<file path="src/limit_alert_map.svh">
// register offsets, field positions, reset values and sample counts
// assumes byte-wide register addresses from the management port decoder
`ifndef LIMIT_ALERT_MAP_SVH
`define LIMIT_ALERT_MAP_SVH

`define UNDERVOLTAGE_THR_BASE 8'h40
`define UNDERVOLTAGE_THR_LAST 8'h43
`define OVERCURRENT_COUNT_ADDR 8'h44
`define UNDERVOLTAGE_THR_RESET 16'h0000
`define OVERCURRENT_COUNT_RESET 8'h00
`define OVERCURRENT_CH1_LSB 6
`define OVERCURRENT_CH2_LSB 4
`define OVERCURRENT_CH3_LSB 2
`define OVERCURRENT_CH4_LSB 0
`define OVERCURRENT_FIELD_WIDTH 2
`define OVERCURRENT_SAMPLES_CODE0 5'h01
`define OVERCURRENT_SAMPLES_CODE1 5'h04
`define OVERCURRENT_SAMPLES_CODE2 5'h08
`define OVERCURRENT_SAMPLES_CODE3 5'h10
`define UNMAPPED_READ 16'h0000

`endif

</file>
<file path="src/limit_alert_pkg.sv">
// types shared by the limit qualifier and its top
// assumes the constants live in limit_alert_map.svh
package limit_alert_pkg;
  typedef logic signed [15:0] result_t;
  typedef logic [1:0] sample_code_t;
  typedef logic [1:0] channel_t;
  typedef enum logic [2:0] {
    ST_CLEAR = 3'b001,
    ST_COUNT = 3'b010,
    ST_WARN = 3'b100
  } qual_state_e;
endpackage

</file>
<file path="src/overcurrent_qualifier.sv">
// one channel of the consecutive-sample overcurrent qualifier
// assumes sample is a one-cycle pulse per completed conversion of this channel
`timescale 1ns/1ps
`include "limit_alert_map.svh"

module overcurrent_qualifier (
  input wire logic clk,
  input wire logic rstn,
  input wire logic sample,
  input wire logic over,
  input wire limit_alert_pkg::sample_code_t code,
  output logic warn
);
  import limit_alert_pkg::*;

  qual_state_e state_q;
  qual_state_e state_d;
  logic [4:0] cnt_q;
  logic [4:0] cnt_d;
  logic [4:0] need;
  logic [4:0] cnt_inc;
  logic warn_q;
  logic warn_d;

  ////////////////////////////////////////////////////////////////
  // decode count field
  always_comb begin
    case (code)
      2'b00: need = `OVERCURRENT_SAMPLES_CODE0;
      2'b01: need = `OVERCURRENT_SAMPLES_CODE1;
      2'b10: need = `OVERCURRENT_SAMPLES_CODE2;
      default: need = `OVERCURRENT_SAMPLES_CODE3;
    endcase
  end

  // saturate so a long run cannot wrap back below the limit
  assign cnt_inc = (cnt_q == `OVERCURRENT_SAMPLES_CODE3) ? cnt_q : cnt_q + 5'h01;

  always_comb begin
    state_d = state_q;
    cnt_d = cnt_q;
    if (sample) begin
      if (over) begin
        case (state_q)
          ST_CLEAR, ST_COUNT: begin
            cnt_d = cnt_inc;
            state_d = (cnt_inc >= need) ? ST_WARN : ST_COUNT;
          end
          ST_WARN: state_d = ST_WARN;
          default: state_d = ST_CLEAR;
        endcase
      end else begin
        cnt_d = 5'h00;
        state_d = ST_CLEAR;
      end
    end
    // warning leaves the block from its own flop
    warn_d = (state_d == ST_WARN);
  end

  always_ff @(posedge clk or negedge rstn) begin
    if (!rstn) begin
      state_q <= ST_CLEAR;
      cnt_q <= 5'h00;
      warn_q <= 1'b0;
    end else begin
      state_q <= state_d;
      cnt_q <= cnt_d;
      warn_q <= warn_d;
    end
  end

  assign warn = warn_q;

  ////////////////////////////////////////////////////////////////
  a_warn_needs_run: assert property (@(posedge clk) disable iff (!rstn)
    $rose(warn) |-> $past(sample) && $past(over) && ($past(cnt_inc) >= $past(need)))
    else $error("warning raised before the run reached the count");

  a_clean_clears_warn: assert property (@(posedge clk) disable iff (!rstn)
    sample && !over |=> !warn && (cnt_q == 5'h00))
    else $error("clean sample did not clear warning and count");

  a_run_restart: assert property (@(posedge clk) disable iff (!rstn)
    !warn && sample && !over ##1 sample && over && (need > 5'h01) |=> !warn && (cnt_q == 5'h01))
    else $error("run did not restart after a clean sample");

  a_hold_while_warn: assert property (@(posedge clk) disable iff (!rstn)
    warn && !(sample && !over) |=> warn && $stable(cnt_q))
    else $error("raised warning or its counter moved without a clean sample");

  a_single_sample: assert property (@(posedge clk) disable iff (!rstn)
    sample && over && (code == 2'b00) |=> warn)
    else $error("single-sample setting did not raise at once");

  a_sixteen_needed: assert property (@(posedge clk) disable iff (!rstn)
    sample && over && !warn && (code == 2'b11) && (cnt_q == 5'h0e) |=> !warn && (cnt_q == 5'h0f))
    else $error("sixteen-sample setting raised early");
endmodule

</file>
<file path="src/limit_alert_qualifier.sv">
// undervoltage thresholds and overcurrent sample qualifier, four channels
// assumes a same-clock register port from the management bus decoder
// and a one-cycle conversion strobe with channel, result and over-limit level
//
// How it works
// - each channel holds its own 16-bit undervoltage threshold
// - thresholds are signed two's complement in every measurement mode
// - channel 1 threshold at 40h, channels 2..4 follow up to 43h
// - a write to one threshold leaves the other channels untouched
// - overcurrent warning needs the programmed run of consecutive over-limit conversions
// - after reset the sample-count setting is 00, one sample
// - once raised the counter holds until a clean conversion completes
// - a single clean conversion clears a raised warning
// - channel 1 count field bits 7-6: 00=1, 01=4, 10=8, 11=16
// - channels 2,3,4 fields at bits 5-4, 3-2, 1-0, same decode
`timescale 1ns/1ps
`include "limit_alert_map.svh"

module limit_alert_qualifier #(
  parameter int CHANNELS = 4
) (
  input wire logic CLK,
  input wire logic RSTN,
  input wire logic REG_WR,
  input wire logic REG_RD,
  input wire logic [7:0] REG_ADDR,
  input wire logic [15:0] REG_WDATA,
  output logic [15:0] REG_RDATA,
  input wire logic CONV_DONE,
  input wire limit_alert_pkg::channel_t CONV_CH,
  input wire limit_alert_pkg::result_t CONV_RESULT,
  input wire logic CONV_OVER,
  output logic [CHANNELS-1:0] UNDERVOLTAGE_FLAG,
  output logic [CHANNELS-1:0] OVERCURRENT_WARN
);
  import limit_alert_pkg::*;

  result_t thr_q [CHANNELS];
  result_t thr_d [CHANNELS];
  logic [7:0] count_cfg_q;
  logic [7:0] count_cfg_d;
  logic [15:0] rdata_q;
  logic [15:0] rdata_d;
  logic [CHANNELS-1:0] under_q;
  logic [CHANNELS-1:0] under_d;
  logic written_q;
  logic written_d;

  ////////////////////////////////////////////////////////////////
  // register writes
  always_comb begin
    for (int k = 0; k < CHANNELS; k++) begin
      thr_d[k] = thr_q[k];
      if (REG_WR && (REG_ADDR == `UNDERVOLTAGE_THR_BASE + 8'(k)))
        thr_d[k] = REG_WDATA;
    end
    count_cfg_d = count_cfg_q;
    if (REG_WR && (REG_ADDR == `OVERCURRENT_COUNT_ADDR))
      count_cfg_d = REG_WDATA[7:0];
  end

  always_ff @(posedge CLK or negedge RSTN) begin
    if (!RSTN) begin
      for (int k = 0; k < CHANNELS; k++)
        thr_q[k] <= `UNDERVOLTAGE_THR_RESET;
      count_cfg_q <= `OVERCURRENT_COUNT_RESET;
    end else begin
      for (int k = 0; k < CHANNELS; k++)
        thr_q[k] <= thr_d[k];
      count_cfg_q <= count_cfg_d;
    end
  end

  ////////////////////////////////////////////////////////////////
  // register reads, registered; unmapped addresses read zero
  // a read and a write in one cycle return the old value
  always_comb begin
    rdata_d = rdata_q;
    if (REG_RD) begin
      rdata_d = `UNMAPPED_READ;
      for (int k = 0; k < CHANNELS; k++)
        if (REG_ADDR == `UNDERVOLTAGE_THR_BASE + 8'(k))
          rdata_d = thr_q[k];
      if (REG_ADDR == `OVERCURRENT_COUNT_ADDR)
        rdata_d = {8'h00, count_cfg_q};
    end
  end

  always_ff @(posedge CLK or negedge RSTN) begin
    if (!RSTN)
      rdata_q <= `UNMAPPED_READ;
    else
      rdata_q <= rdata_d;
  end

  assign REG_RDATA = rdata_q;

  ////////////////////////////////////////////////////////////////
  // undervoltage compare, refreshed on each conversion of the channel
  // equal to the threshold does not flag
  always_comb begin
    under_d = under_q;
    for (int k = 0; k < CHANNELS; k++)
      if (CONV_DONE && (CONV_CH == channel_t'(k)))
        under_d[k] = (CONV_RESULT < thr_q[k]);
  end

  always_ff @(posedge CLK or negedge RSTN) begin
    if (!RSTN)
      under_q <= '0;
    else
      under_q <= under_d;
  end

  assign UNDERVOLTAGE_FLAG = under_q;

  ////////////////////////////////////////////////////////////////
  // overcurrent qualifiers; a rewrite of the count mid-run is not
  // guarded here, the host masks warnings around it
  for (genvar k = 0; k < CHANNELS; k++) begin : g_chan
    // channel 1 in the top field
    overcurrent_qualifier u_qual (
      .clk(CLK),
      .rstn(RSTN),
      .sample(CONV_DONE && (CONV_CH == channel_t'(k))),
      .over(CONV_OVER),
      .code(count_cfg_q[`OVERCURRENT_CH1_LSB - 2*k +: `OVERCURRENT_FIELD_WIDTH]),
      .warn(OVERCURRENT_WARN[k])
    );

    // per-channel checks
    a_warn_own_channel: assert property (@(posedge CLK) disable iff (!RSTN)
      $rose(OVERCURRENT_WARN[k]) |-> $past(CONV_DONE) && $past(CONV_OVER) && ($past(CONV_CH) == channel_t'(k)))
      else $error("warning raised without an over-limit conversion of its channel");

    a_flag_own_channel: assert property (@(posedge CLK) disable iff (!RSTN)
      CONV_DONE && (CONV_CH == channel_t'(k)) |=> UNDERVOLTAGE_FLAG[k] == ($past(CONV_RESULT) < $past(thr_q[k])))
      else $error("undervoltage flag of a channel does not follow its own threshold");
  end

  ////////////////////////////////////////////////////////////////
  // written flag only feeds the reset-value check below
  always_comb begin
    written_d = written_q;
    if (REG_WR && (REG_ADDR == `OVERCURRENT_COUNT_ADDR))
      written_d = 1'b1;
  end

  always_ff @(posedge CLK or negedge RSTN) begin
    if (!RSTN)
      written_q <= 1'b0;
    else
      written_q <= written_d;
  end

  ////////////////////////////////////////////////////////////////
  // register map and output checks

  a_count_reset_value: assert property (@(posedge CLK) disable iff (!RSTN)
    !written_q |-> (count_cfg_q == 8'h00))
    else $error("sample count not at single-sample default");

  a_thr_write_ch1: assert property (@(posedge CLK) disable iff (!RSTN)
    REG_WR && (REG_ADDR == 8'h40) |=> thr_q[0] == $past(REG_WDATA))
    else $error("channel 1 threshold not written at 40h");

  a_thr_write_ch2: assert property (@(posedge CLK) disable iff (!RSTN)
    REG_WR && (REG_ADDR == 8'h41) |=> thr_q[1] == $past(REG_WDATA))
    else $error("channel 2 threshold not written at 41h");

  a_thr_write_ch3: assert property (@(posedge CLK) disable iff (!RSTN)
    REG_WR && (REG_ADDR == 8'h42) |=> thr_q[2] == $past(REG_WDATA))
    else $error("channel 3 threshold not written at 42h");

  a_thr_write_ch4: assert property (@(posedge CLK) disable iff (!RSTN)
    REG_WR && (REG_ADDR == 8'h43) |=> (thr_q[3] == $past(REG_WDATA)) && $stable(thr_q[0]))
    else $error("channel 4 threshold not written at 43h");

  a_thr_isolation: assert property (@(posedge CLK) disable iff (!RSTN)
    REG_WR && (REG_ADDR == 8'h41) |=> $stable(thr_q[0]) && $stable(thr_q[2]) && $stable(thr_q[3]))
    else $error("threshold write disturbed another channel");

  a_count_write: assert property (@(posedge CLK) disable iff (!RSTN)
    REG_WR && (REG_ADDR == 8'h44) |=> count_cfg_q == $past(REG_WDATA[7:0]))
    else $error("sample count register not written at 44h");

  a_count_isolation: assert property (@(posedge CLK) disable iff (!RSTN)
    REG_WR && (REG_ADDR != 8'h44) |=> $stable(count_cfg_q))
    else $error("sample count changed by a write elsewhere");

  a_read_threshold: assert property (@(posedge CLK) disable iff (!RSTN)
    REG_RD && (REG_ADDR == 8'h43) |=> REG_RDATA == $past(thr_q[3]))
    else $error("channel 4 threshold read back wrong");

  a_read_count: assert property (@(posedge CLK) disable iff (!RSTN)
    REG_RD && (REG_ADDR == 8'h44) |=> REG_RDATA == {8'h00, $past(count_cfg_q)})
    else $error("sample count read back wrong");

  a_read_unmapped: assert property (@(posedge CLK) disable iff (!RSTN)
    REG_RD && (REG_ADDR == 8'h45) |=> REG_RDATA == 16'h0000)
    else $error("address past the map did not read zero");

  a_uv_signed: assert property (@(posedge CLK) disable iff (!RSTN)
    CONV_DONE && (CONV_CH == 2'h0) |=>
      UNDERVOLTAGE_FLAG[0] == ($signed($past(CONV_RESULT)) < $signed($past(thr_q[0]))))
    else $error("undervoltage flag does not match signed compare");

  a_uv_quiet: assert property (@(posedge CLK) disable iff (!RSTN)
    !CONV_DONE |=> $stable(UNDERVOLTAGE_FLAG))
    else $error("undervoltage flag moved without a conversion");

  a_field_ch1: assert property (@(posedge CLK) disable iff (!RSTN)
    CONV_DONE && (CONV_CH == 2'h0) && CONV_OVER && (count_cfg_q[7:6] == 2'b00) |=> OVERCURRENT_WARN[0])
    else $error("channel 1 field not taken from bits 7-6");

  a_field_ch4: assert property (@(posedge CLK) disable iff (!RSTN)
    CONV_DONE && (CONV_CH == 2'h3) && CONV_OVER && (count_cfg_q[1:0] == 2'b00) |=> OVERCURRENT_WARN[3])
    else $error("channel 4 field not taken from bits 1-0");
endmodule

</file>
<file path="config.mk">
export PLATFORM = sky130hd
export DESIGN_NAME = limit_alert_qualifier
export DESIGN_NICKNAME = d
export VERILOG_FILES = /design/src/limit_alert_pkg.sv /design/src/overcurrent_qualifier.sv /design/src/limit_alert_qualifier.sv
export VERILOG_INCLUDE_DIRS = /design/src /design/src/src
export SDC_FILE = /design/constraint.sdc
export NUM_CORES = 1
export LEC_CHECK = 0
export BUFFER_PORTS_ARGS = -buffer_cell sky130_fd_sc_hd__clkbuf_2
export CORE_MARGIN = 5
export CORE_UTILIZATION = 50
export CTS_BUF_LIST = sky130_fd_sc_hd__clkbuf_16
export CTS_CLUSTER_SIZE = 14
export DETAILED_ROUTE_END_ITERATION = 8
export PLACE_DENSITY_LB_ADDON = 0.25
export SETUP_SLACK_MARGIN = 0.15
export SLEW_MARGIN = 20
export SYNTH_ARGS = -nofsm -noshare
export SYNTH_HDL_FRONTEND = slang
export SYNTH_SLANG_ARGS = --single-unit
</file>
<file path="constraint.sdc">
create_clock -name CLK -period 5.1 [get_ports CLK]
set_input_delay 0.51 -clock CLK [delete_from_list [all_inputs] [get_ports CLK]]
set_output_delay 0.51 -clock CLK [all_outputs]
set_load 0.005 [all_outputs]
</file>
==> results.cfg <==
[outcome]
status = completed

[synth]
ys_ff_latch = 128
synth_edf_count = 0
syn_area_mm2 = 0.008149
syn-num-nets = 893
ys_warn_count = 0
dominantRegCellSynth = dfrtp_1
yosysUniqueCellTypes = 59
async_flop_share = 1.000
ys_seq_area_frac = 0.3937
synthCells = 761
syn_avg_cell_area_um2 = 10.71

[placed_design]
gp_congestion = 0.8919
dp_hpwl_um = 14330
dp_cells = 1023
io_buffers = 71

[setup_path]
crit_type = flip-flop to flip-flop
crit_path_start_kind = flip-flop
critPathArrivalTime_ns = 3.32
endpoint_kind = flip-flop
required_ns = 5.43
path_cells = inv_1, ha_1, nor4bb_1, xnor2_1, ha_1, nor3b_1, mux2_2, o21ai_1, a31oi_1, a21oi_1
cpMostUsedCell = ha_1
cpPeakStageDelay_ns = 0.77
critPathTopFamily = simple AND/OR/NAND/NOR gates
critical_path_buf_inv_count = 1
cp_max_fo = 6
cp_slowest_cell = nor4bb_1

[die]
die_w_um = 137.7
rows = 46
dieArea_mm2 = 0.01895
start_util = 0.5111
coreArea_mm2 = 0.01594
die_h_um = 137.7
ioPinCount = 72

[timing]
fin_crit_sh = 0.5864
worst-slew-pin-transition_ns = 0.8946
fmax_ghz = 0.3344
hold_violations = 0
slew_headroom = 0.3954
fin_tns_setup_ns = 0
setup_viol = 0
final.min_clock_period_ns = 2.990
skew_ns = 0.007603
rsz0062_at_grt = no
slew_viol_final = 0

[drt]
first_iter_violations = 420
met3_wirelength_um = 712
drt.antenna.violating_nets = 0
wl_met2_um = 9683
via_count = 6090
met1Wirelength_um = 8727
remaining_drc_errors = 0
routedWlPerCell_um = 18.46
wl_um = 19450
first_pass_iters = 5
top_layer = met4
via_per_inst = 5.778

[power_and_ir_drop]
pwr_density_cell_mw_per_mm2 = 345.8
power.leakage_nw = 4.264
ir_drop_v = 0.0002461

[clock_tree]
cts-htree-levels = 4
clkSinkCount = 128
clk_pin_slew_ns = 0.06
cts_setup_buffers = 0
clockBufferDepth = 2
clock_latency_ns = 0.42
cts-hold-fix-buffers = 0
cts_buffers = 17
cts_tree = done
ctsResizeCount = 0
root_buffer = clkbuf_16

[cells_and_area]
drive_above_1_share = 0.2434
layout_commonest_cell = dfrtp_1
area_growth_pct = 13.19
final_cell_mix = 124 x dfrtp_1, 95 x inv_1, 84 x ha_1
final_cell_count_no_fill = 1054
n_antenna_cell = 0
final_nets = 958

[grt]
grt_pass1_vias = 6364
grt_max_degree = 81
grt_antenna_before_repair = 0
grt_pass1_wl_um = 31620
overflow = 0
grt_usage = 0.2164

[worst_hold_path]
hp-class = input port to asynchronous set/reset pin

[flow_run]
maxCapViolations = 0
==> cell usage after synthesis, drive strengths merged, types with 2 or more instances <==
cell	count	area (um2)
dfrtp	124	3103
inv	93	349.1
ha	84	1051
mux2	77	867.1
nand2	34	127.6
nand3	32	172.7
o21ai	32	160.2
a21oi	31	155.2
nor2	21	78.83
xnor2	18	157.7
buf	17	131.4
mux4	16	360.4
nand2b	16	100.1
a21o	14	105.1
a22oi	11	82.58
nor3	11	60.06
o211ai	11	82.58
o22ai	11	68.82
a22o	10	87.58
clkbuf	9	33.78
o31ai	9	67.56
and3	7	43.79
nor3b	7	52.55
o21a	7	52.55
a31oi	6	37.54
a211o	5	43.79
a221oi	4	35.03
dfstp	4	105.1
mux2i	4	40.04
and2	3	21.27
and4b	3	30.03
and4bb	3	37.53
nand4	3	33.78
nor4	3	33.78
nor4b	3	26.28
nand3b	2	15.01
nand4b	2	30.03
or3	2	12.51
or4	2	15.01
xor2	2	17.52
==> where the power goes <==
part | internal, W | switching [W] | total (W)
registers | 0.00114 | 0.000123 | 0.00127
clock network | 0.000804 | 0.000448 | 0.00125
logic | 0.000305 | 0.000366 | 0.000671
==> cell type report <==
type / instances / area (um2)
Sequential cell: 128 / 3208
Clock inverter: 14 / 175.2
Tap cell: 216 / 270.3
Fill cell: 1360 / 6719
Clock buffer: 17 / 425.4
Multi-Input combinational cell: 513 / 4423
Inverter: 94 / 352.8
Timing Repair Buffer: 72 / 369.1
==> worst paths after layout <==
path	start	to	slack (ns)	depth (start not counted)
worst max-delay path	g_chan[3].u_qual.cnt_q[0]	g_chan[3].u_qual.warn	2.11	10
max in group asynchronous	RSTN	thr_q[36]	3.83	2
worst min-delay path	RSTN	g_chan[3].u_qual.cnt_q[0]	0.13	1
min in group CLK	REG_WDATA[13]	thr_q[61]	0.36	2
worst max register to register	g_chan[3].u_qual.cnt_q[0]	g_chan[3].u_qual.warn	2.11	10
worst min register to register	g_chan[1].u_qual.cnt_q[4]	g_chan[1].u_qual.cnt_q[4]	0.52	1
==> worst register-to-register path, stage by stage (launching register included) <==
cell and delay, ns:
dfrtp_1 0.41, inv_1 0.11, ha_1 0.15, nor4bb_1 0.77, xnor2_1 0.16, ha_1 0.34
nor3b_1 0.05, mux2_2 0.27, o21ai_1 0.27, a31oi_1 0.15, a21oi_1 0.21
==> registers in the layout, summed over array words and instances, names as in the netlist <==
name,cells
UNDERVOLTAGE_FLAG,4
g_chan.u_qual.warn,4
g_chan.u_qual.cnt_q,20
thr_q,64
g_chan.u_qual.state_q,12
count_cfg_q,8
REG_RDATA,16
==> metal layers <==
metal,track usage,vias to the layer above
li1,-,2880
met1,0.2796,3035
met2,0.3650,144
met3,0.04237,31
met4,0.07040,0
met5,0,-
==> through the flow <==
stage / setup WS [ns] / hold WS, ns / cell area (um2) / total power (W) / util
2_1_floorplan: 2.884 / 0.2144 / 8149 / 0.001732 / -
5_1_grt: 1.912 / 0.1852 / 9224 / 0.003357 / 0.5786
3_5_place_dp: 2.185 / 0.5098 / 8620 / 0.001946 / 0.5407
3_3_place_gp: 2.356 / 0.5097 / 8620 / 0.001896 / 0.5407
6_report: 2.110 / 0.1288 / 9224 / 0.003190 / 0.5786
4_1_cts: 2.164 / 0.3003 / 9220 / 0.003205 / 0.5783
==> cell families (layout without fill, tap and decap cells) <==
| logic type | Yosys count | after routing | synth area share |
|---|---|---|---|
| fa+ha+maj | 84 | 84 | 0.1290 |
| compound gates | 155 | 155 | 0.1244 |
| xor+xnor | 20 | 20 | 0.02150 |
| flops | 128 | 128 | 0.3937 |
| mux | 97 | 97 | 0.1555 |
| simple gates | 157 | 157 | 0.1124 |
| buf+inv | 120 | 197 | 0.06356 |
No activity file was read; power rests on OpenSTA's default activity.
